File: config.mk
export PLATFORM = sky130hd
export DESIGN_NAME = drv_regs
export DESIGN_NICKNAME = d
export VERILOG_FILES = /design/src/hw/drv_pwr_seq.v /design/src/hw/drv_regs.v
export VERILOG_INCLUDE_DIRS = /design/src /design/src/hw
export SDC_FILE = /design/constraint.sdc
export NUM_CORES = 1
export LEC_CHECK = 0
export BUFFER_PORTS_ARGS = -buffer_cell sky130_fd_sc_hd__buf_2
export CORE_ASPECT_RATIO = 2
export CORE_MARGIN = 1
export CORE_UTILIZATION = 30
export DETAILED_ROUTE_END_ITERATION = 12
export PLACE_DENSITY = 0.49
export SLEW_MARGIN = 20
export SYNTH_ARGS = -nofsm -noshare
export SYNTH_HDL_FRONTEND = slang
export SYNTH_HIERARCHICAL = 1
export SYNTH_SLANG_ARGS = --single-unit
File: constraint.sdc
create_clock -name clk_sys -period 3.3 [get_ports clk_sys]
set_clock_uncertainty 0.2 [all_clocks]
set_input_delay 0 -clock clk_sys [delete_from_list [all_inputs] [get_ports clk_sys]]
set_output_delay 0 -clock clk_sys [all_outputs]
set_load 0.03 [all_outputs]
File: src/hw/drv_regs.vh
`ifndef DRV_REGS_VH
`define DRV_REGS_VH

// ****************************************
// Register offsets
// ****************************************
`define DRV_OFS_PATH_SEL 8'h29
`define DRV_OFS_POP_RED 8'h2A
`define DRV_OFS_LEFT_VOL 8'h2B
`define DRV_OFS_RIGHT_VOL 8'h2C

// ****************************************
// Reset values
// ****************************************
`define DRV_RST_PATH_SEL 8'h00
`define DRV_RST_POP_RED 8'h00
`define DRV_RST_LEFT_VOL 8'h80
`define DRV_RST_RIGHT_VOL 8'h80

// ****************************************
// Field positions
// ****************************************
`define DRV_LSW_HI 7
`define DRV_LSW_LO 6
`define DRV_RSW_HI 5
`define DRV_RSW_LO 4
`define DRV_LINK_HI 1
`define DRV_LINK_LO 0
`define DRV_PON_HI 7
`define DRV_PON_LO 4
`define DRV_STEP_HI 3
`define DRV_STEP_LO 2
`define DRV_WCM_BIT 1
`define DRV_MUTE_BIT 7
`define DRV_VOL_HI 6
`define DRV_VOL_LO 0

// ****************************************
// Field codes
// ****************************************
`define DRV_SW_MIX 2'h0
`define DRV_SW_LINE 2'h1
`define DRV_SW_DIRECT 2'h2
`define DRV_LINK_L_FOLLOWS_R 2'h1
`define DRV_LINK_R_FOLLOWS_L 2'h2

// ****************************************
// Timing: clock in MHz, durations in microseconds
// ****************************************
`define DRV_CLK_MHZ 200
`define DRV_T_10US 10
`define DRV_T_1MS 1000
`define DRV_T_2MS 2000
`define DRV_T_4MS 4000
`define DRV_T_50MS 50000
`define DRV_T_200MS 200000
`define DRV_T_400MS 400000
`define DRV_T_800MS 800000
`define DRV_T_2S 2000000
`define DRV_T_4S 4000000

`endif

File: src/hw/drv_pwr_seq.v
`timescale 1ns/10ps
`default_nettype none

module drv_pwr_seq #(
	parameter LVL_W = 3
) (
	// Clock and reset
	input wire clk_sys,
	input wire reset,
	input wire clk_en,
	// Request and timing
	input wire power_req,
	input wire [31:0] delay_cyc,
	input wire [31:0] step_cyc,
	// Driver control
	output reg drv_on_q,
	output reg ramp_step_q,
	output reg [LVL_W-1:0] ramp_level_q
);

	localparam [1:0] ST_IDLE = 2'h0;
	localparam [1:0] ST_DELAY = 2'h1;
	localparam [1:0] ST_RAMP = 2'h2;
	localparam [1:0] ST_ON = 2'h3;
	localparam [LVL_W-1:0] LVL_MAX = {LVL_W{1'b1}};

	reg [1:0] state_q;
	reg [31:0] cnt_q;

	// ****************************************
	// Power-on delay, then stepped ramp
	// ****************************************
	always @(posedge clk_sys or posedge reset) begin
		if (reset) begin
			state_q <= ST_IDLE;
			cnt_q <= 32'h0000_0000;
			drv_on_q <= 1'b0;
			ramp_step_q <= 1'b0;
			ramp_level_q <= {LVL_W{1'b0}};
		end else if (clk_en) begin
			ramp_step_q <= 1'b0;
			if (!power_req) begin
				// Power-down is immediate, no ramp down
				state_q <= ST_IDLE;
				drv_on_q <= 1'b0;
				ramp_level_q <= {LVL_W{1'b0}};
			end else begin
				case (state_q)
					ST_IDLE: begin
						state_q <= ST_DELAY;
						cnt_q <= delay_cyc;
					end
					ST_DELAY: begin
						if (cnt_q <= 32'h0000_0001) begin
							state_q <= ST_RAMP;
							cnt_q <= step_cyc;
						end else begin
							cnt_q <= cnt_q - 32'h0000_0001;
						end
					end
					ST_RAMP: begin
						if (step_cyc == 32'h0000_0000) begin
							// Zero step time jumps to full level
							ramp_level_q <= LVL_MAX;
							ramp_step_q <= 1'b1;
							drv_on_q <= 1'b1;
							state_q <= ST_ON;
						end else if (cnt_q <= 32'h0000_0001) begin
							ramp_level_q <= ramp_level_q + {{(LVL_W-1){1'b0}}, 1'b1};
							ramp_step_q <= 1'b1;
							cnt_q <= step_cyc;
							if (ramp_level_q == LVL_MAX - {{(LVL_W-1){1'b0}}, 1'b1}) begin
								drv_on_q <= 1'b1;
								state_q <= ST_ON;
							end
						end else begin
							cnt_q <= cnt_q - 32'h0000_0001;
						end
					end
					ST_ON: begin
						drv_on_q <= 1'b1;
					end
					default: begin
						state_q <= ST_IDLE;
					end
				endcase
			end
		end
	end

endmodule

`default_nettype wire

File: src/hw/drv_regs.v
// Function
// - Left switching field: 00 mix path, 01 line path, 10 direct high-power path.
// - Right switching field: 00 mix path, 01 line path, 10 direct high-power path.
// - Link field: 00/11 independent, 01 left follows right, 10 right follows left.
// - Power-on delay code maps to 0, 10us, 1ms, 50ms, 200ms, 400ms, 800ms, 2s, 4s.
// - Ramp step time field gives 0, 1, 2 or 4 ms.
// - Weak common-mode source: 0 supply divider, 1 bandgap reference.
// - Left mute bit mutes left channel when set; resets to 1.
// - Left volume: 7 bits, 0.5 dB attenuation per step, resets to zero.
// - Right mute bit mutes right channel when set; resets to 1.
// - Right volume: 7 bits, 0.5 dB attenuation per step, resets to zero.
`timescale 1ns/10ps
`default_nettype none
`include "drv_regs.vh"

module drv_regs #(
	parameter CYC_PER_US = `DRV_CLK_MHZ,
	parameter LVL_W = 3
) (
	// Clock and reset
	input wire clk_sys,
	input wire reset,
	input wire clk_en,
	// Register port
	input wire [7:0] reg_addr,
	input wire reg_wr,
	input wire [7:0] reg_wdata,
	input wire reg_rd,
	output reg [7:0] reg_rdata_q,
	output reg reg_rvalid_q,
	// Output path routing
	output reg left_mix_path,
	output reg left_line_path,
	output reg left_direct_hp_path,
	output reg right_mix_path,
	output reg right_line_path,
	output reg right_direct_hp_path,
	// Effective digital volume
	output reg left_mute_q,
	output reg [6:0] left_atten_q,
	output reg right_mute_q,
	output reg [6:0] right_atten_q,
	// Output driver control
	output reg weak_cm_bandgap_q,
	input wire driver_power_req,
	output wire driver_on_q,
	output wire driver_ramp_step_q,
	output wire [LVL_W-1:0] driver_ramp_level_q
);

	reg [7:0] path_sel_q;
	reg [7:0] pop_red_q;
	reg [7:0] left_vol_q;
	reg [7:0] right_vol_q;
	reg [31:0] delay_cyc_d;
	reg [31:0] step_cyc_d;
	reg [7:0] rdata_d;
	reg [7:0] lvol_eff_d;
	reg [7:0] rvol_eff_d;

	// Time in microseconds to clock cycles
	function [31:0] us_to_cyc;
		input [31:0] t_us;
		begin
			us_to_cyc = t_us * CYC_PER_US;
		end
	endfunction

	// Switching code to one-hot {mix, line, direct}; 11 selects nothing
	function [2:0] path_decode;
		input [1:0] code;
		begin
			case (code)
				`DRV_SW_MIX: path_decode = 3'h4;
				`DRV_SW_LINE: path_decode = 3'h2;
				`DRV_SW_DIRECT: path_decode = 3'h1;
				default: path_decode = 3'h0;
			endcase
		end
	endfunction

	// ****************************************
	// Register writes
	// ****************************************
	always @(posedge clk_sys or posedge reset) begin
		if (reset) begin
			path_sel_q <= `DRV_RST_PATH_SEL;
			pop_red_q <= `DRV_RST_POP_RED;
			left_vol_q <= `DRV_RST_LEFT_VOL;
			right_vol_q <= `DRV_RST_RIGHT_VOL;
		end else if (clk_en && reg_wr) begin
			// Reserved bits are stored as written; software keeps them zero
			case (reg_addr)
				`DRV_OFS_PATH_SEL: path_sel_q <= reg_wdata;
				`DRV_OFS_POP_RED: pop_red_q <= reg_wdata;
				`DRV_OFS_LEFT_VOL: left_vol_q <= reg_wdata;
				`DRV_OFS_RIGHT_VOL: right_vol_q <= reg_wdata;
				default: path_sel_q <= path_sel_q;
			endcase
		end
	end

	// ****************************************
	// Read mux
	// ****************************************
	always @* begin
		case (reg_addr)
			`DRV_OFS_PATH_SEL: rdata_d = path_sel_q;
			`DRV_OFS_POP_RED: rdata_d = pop_red_q;
			`DRV_OFS_LEFT_VOL: rdata_d = left_vol_q;
			`DRV_OFS_RIGHT_VOL: rdata_d = right_vol_q;
			default: rdata_d = 8'h00;
		endcase
	end

	always @(posedge clk_sys or posedge reset) begin
		if (reset) begin
			reg_rdata_q <= 8'h00;
			reg_rvalid_q <= 1'b0;
		end else if (clk_en) begin
			reg_rvalid_q <= reg_rd;
			if (reg_rd) begin
				reg_rdata_q <= rdata_d;
			end
		end
	end

	// ****************************************
	// Volume linking
	// ****************************************
	always @* begin
		lvol_eff_d = left_vol_q;
		rvol_eff_d = right_vol_q;
		case (path_sel_q[`DRV_LINK_HI:`DRV_LINK_LO])
			`DRV_LINK_L_FOLLOWS_R: lvol_eff_d = right_vol_q;
			`DRV_LINK_R_FOLLOWS_L: rvol_eff_d = left_vol_q;
			default: lvol_eff_d = left_vol_q;
		endcase
	end

	// ****************************************
	// Registered control outputs
	// ****************************************
	always @(posedge clk_sys or posedge reset) begin
		if (reset) begin
			{left_mix_path, left_line_path, left_direct_hp_path} <= 3'h4;
			{right_mix_path, right_line_path, right_direct_hp_path} <= 3'h4;
			left_mute_q <= 1'b1;
			left_atten_q <= 7'h00;
			right_mute_q <= 1'b1;
			right_atten_q <= 7'h00;
			weak_cm_bandgap_q <= 1'b0;
		end else if (clk_en) begin
			{left_mix_path, left_line_path, left_direct_hp_path} <=
				path_decode(path_sel_q[`DRV_LSW_HI:`DRV_LSW_LO]);
			{right_mix_path, right_line_path, right_direct_hp_path} <=
				path_decode(path_sel_q[`DRV_RSW_HI:`DRV_RSW_LO]);
			left_mute_q <= lvol_eff_d[`DRV_MUTE_BIT];
			left_atten_q <= lvol_eff_d[`DRV_VOL_HI:`DRV_VOL_LO];
			right_mute_q <= rvol_eff_d[`DRV_MUTE_BIT];
			right_atten_q <= rvol_eff_d[`DRV_VOL_HI:`DRV_VOL_LO];
			weak_cm_bandgap_q <= pop_red_q[`DRV_WCM_BIT];
		end
	end

	// ****************************************
	// Pop-reduction timing decode
	// ****************************************
	always @* begin
		case (pop_red_q[`DRV_PON_HI:`DRV_PON_LO])
			4'h0: delay_cyc_d = 32'h0000_0000;
			4'h1, 4'h2: delay_cyc_d = us_to_cyc(`DRV_T_10US);
			4'h3: delay_cyc_d = us_to_cyc(`DRV_T_1MS);
			4'h4, 4'h5: delay_cyc_d = us_to_cyc(`DRV_T_50MS);
			4'h6, 4'h7: delay_cyc_d = us_to_cyc(`DRV_T_200MS);
			4'h8: delay_cyc_d = us_to_cyc(`DRV_T_400MS);
			4'h9: delay_cyc_d = us_to_cyc(`DRV_T_800MS);
			4'hA: delay_cyc_d = us_to_cyc(`DRV_T_2S);
			4'hB: delay_cyc_d = us_to_cyc(`DRV_T_4S);
			// Reserved codes fall back to the longest delay, the safe side for pops
			default: delay_cyc_d = us_to_cyc(`DRV_T_4S);
		endcase
		case (pop_red_q[`DRV_STEP_HI:`DRV_STEP_LO])
			2'h0: step_cyc_d = 32'h0000_0000;
			2'h1: step_cyc_d = us_to_cyc(`DRV_T_1MS);
			2'h2: step_cyc_d = us_to_cyc(`DRV_T_2MS);
			default: step_cyc_d = us_to_cyc(`DRV_T_4MS);
		endcase
	end

	// ****************************************
	// Driver power-up sequencer
	// ****************************************
	drv_pwr_seq #(
		.LVL_W(LVL_W)
	) u_seq (
		.clk_sys(clk_sys),
		.reset(reset),
		.clk_en(clk_en),
		.power_req(driver_power_req),
		.delay_cyc(delay_cyc_d),
		.step_cyc(step_cyc_d),
		.drv_on_q(driver_on_q),
		.ramp_step_q(driver_ramp_step_q),
		.ramp_level_q(driver_ramp_level_q)
	);

endmodule

`default_nettype wire

==> run metrics <==
status complete, no violations; crit path cell chain ha_1, or2_2, nor4_1, nand2_1, or4_1, a21oi_4, nor2_1, a211oi_1; detailed-route via count 5,458; post-synthesis mux area share 0.1030; I/O Buffers 58; Tcrit/Tclk final 0.8950; Synth Area in Compound Gates 0.1843; clock power share 0.237; Clock Path Buffers 2; Avg Vias per Cell 5.120; Layout area overhead 21.34%; layout cells sized above 1 0.2015; detailed-route DRC error count 0; Slowest-stage cell, CP or4_1; layout net count about 840; Synth Instances around 680; All-Layer GR Usage 0.1940; final setup margin 0.3465 ns; Max-Cap Viols 0; Flop pwr share 0.370; Worst-Margin Slew 0.6855 ns; Cell Rows 73; WHS 0.06688 ns; switching power total 1.974 mW; worst relative slew slack 0.5388; vias in the first global route 5,589; Synth Area in XOR/XNOR 0.01707; register area share after synthesis 0.4198; Synth Area in Adders 0.03048; Worst EP required 3.36 ns; Final Slew Violations 0; Area contributors post-synth dfrtp_1, mux2_2, a21oi_1; Starting Density 0.3078; internal power 2.807 mW; CTS tree built; Die W 103.3 um; Cell variety after synth about 70; commonest cells after routing, fill and taps aside dfrtp_1, nor2_1, a21oi_1; TNS Setup 0 ns; Pwr Density roughly 640 nW/um^2; initial antenna violation count 0; yosys warns 6; combinational share of power 0.392; initial drt markers 307; Yosys reg bits 103; Final Hold Fails 0; RSZ-0062 raised after global routing no; Worst EP arrival 3.01 ns; critical path type flip-flop to flip-flop; Max Fclk 338.6 MHz; Tmin final 2.954 ns; Die ar. 21,140 um^2; drt pass-1 iters 4; I/O pin count between 50 and 60; WL per Instance 17.72 um; final instance area 7471 um^2; async set-or-reset flop fraction in the synthesized netlist 1.000; Tot Pwr 4.781 mW; non-filler cells, final 1,066; core area approximately 20,000 um^2; synthesized area per cell roughly 9 um^2; Routed WL 18,890 um; critical path's largest stage delay 0.66 ns; GRT overflow 0; EDFF count, synth 0; GPL Wtd Cong between 0.8 and 0.9; Syn Std Cell Area 6157 um^2; placed cells approximately 1,000; VDD IR-drop max 297.7 uV; main combinational cell family by area after synthesis simple AND/OR/NAND/NOR gates; clock-pin transition on the worst setup and hold timing paths ~0.080 ns; n_diodes 0; Worst Path Max Fanout 6; DP Wirelength 14,410 um; post-place setup slack 0.3016 ns; static leakage between 3 and 4 nW; crit end category flip-flop; remaining antenna violation count 0; Core Util, Final 0.3735; clk_lat worst skew around 0.35 ns; CP startpoint kind flip-flop; CTS buffer count 9; # H-tree levels 3; area fraction of the dominant cell type after synthesis 0.3942; Setup-failing EPs final 0; Synth Area in Simple Gates 0.1996; Vert. Die Dim around 200 um; FILL cells 2,077; commonest non-fill, non-tap cell in the layout dfrtp_1; dpl cell area 7028 um^2; pin count of the biggest net entering global routing 45; Post-synth top flop dfrtp_1; first-pass GRT wire length 30,680 um; Switching Share 0.4129; clock tree sinks 103; clk root buf clkbuf_16; dominant cell type by area after synthesis dfrtp_1; hold crit path type primary input to flip-flop
timing repair:
item | in CTS | in global routing
hold endpoints to repair | 88 | 0
setup buffers | 0 | 0
gates resized for setup | 0 | 1
hold buffers | 13 | 0
endpoints found under the setup margin | 0 | 6
critical path: cells and delay by family, from the launching register on:
kind                       cells  cell delay, ns
and+or+nand+nor                5            1.49
AOI/OAI and AO/OA              2            0.45
DFF                            1            0.43
adders and majority gates      1            0.28
flip-flops by register name, indices dropped and copies added (netlist names), 2 cells and up:
signal	flops
path_sel_q	8
right_vol_q	8
u_seq/ramp_level_q	3
reg_rdata_q	8
u_seq/state_q	2
right_atten_q	7
left_vol_q	8
u_seq/cnt_q	32
pop_red_q	8
left_atten_q	7
final cells by class:
class                      instances  area, um^2  area share
inverter                          28       105.1     0.01407
multi-input combinational        559        3498      0.4683
clock inverter                     6       77.57     0.01038
timing repair buffer              98       648.1     0.08675
sequential                       103        2585      0.3460
clock buffer                      10       229.0     0.03065
tap                              262       327.8     0.04388
path summary, 6_finish.rpt:
kind	from	endpoint	slack [ns]	cells past startpoint
setup / recovery	pop_red_q[2]$_DFFE_PP0P_	u_seq/ramp_level_q[1]$_DFFE_PP0P_	0.35	8
max in group asynchronous	reset	left_vol_q[7]$_DFFE_PP1P_	1.89	4
hold reg to reg	reg_rdata_q[1]$_DFFE_PP0P_	reg_rdata_q[1]$_DFFE_PP0P_	0.29	2
setup reg to reg	pop_red_q[2]$_DFFE_PP0P_	u_seq/ramp_level_q[1]$_DFFE_PP0P_	0.35	8
hold / removal	reg_addr[7]	path_sel_q[0]$_DFFE_PP0P_	0.07	4
min in group asynchronous	reset	weak_cm_bandgap_q$_DFFE_PP0P_	0.08	3
power by group through the flow:
stage	registers [mW]	clock network [mW]	logic, mW
after floorplan	1.75	0	1.26
after global placement	1.80	0	1.85
after detailed placement	1.79	0	1.86
after CTS	1.77	1.17	1.88
after global routing	1.81	1.21	2.09
final	1.77	1.13	1.88
cell families (layout without fill, tap and decap cells):
logic type	after synthesis	count (layout)
AND/OR/NAND/NOR	244	244
adder cells (fa/ha/maj)	15	15
multiplexers	59	59
XOR/XNOR	12	12
AO/OA/AOI/OAI	180	180
other	1	49
flip-flops	103	103
buffers and inverters	64	142
layer usage:
| layer | share of wire | routed length [um] | global-route usage | vias up |
|---|---|---|---|---|
| met4 | 0.049 | 919 | 0.1097 | 0 |
| met2 | 0.56 | 10650 | 0.3705 | 136 |
| met1 | 0.36 | 6887 | 0.1978 | 2605 |
| met5 | 0 | 0 | 0 | - |
| li1 | - | - | - | 2669 |
| met3 | 0.023 | 428 | 0.01808 | 48 |
synth_stat cells (4+ instances only):
library cell / n
o21ai_0: 30
o21ai_1: 4
nor4_1: 17
or4_1: 5
a21oi_1: 71
or3_1: 6
a31oi_1: 8
inv_1: 27
mux2_2: 35
ha_1: 15
a211oi_1: 8
nand2_1: 59
mux2i_1: 24
nor2_1: 88
buf_4: 5
nor3_1: 18
a2bb2oi_1: 5
o221ai_1: 5
dfrtp_1: 97
nand3_1: 13
buf_2: 6
xor2_1: 8
o211ai_1: 15
nand4_1: 6
clkbuf_1: 23
and3_1: 4
or2_2: 4
xnor2_1: 4
dfstp_2: 6
a221oi_1: 7
(Power assumes the default switching activity.)
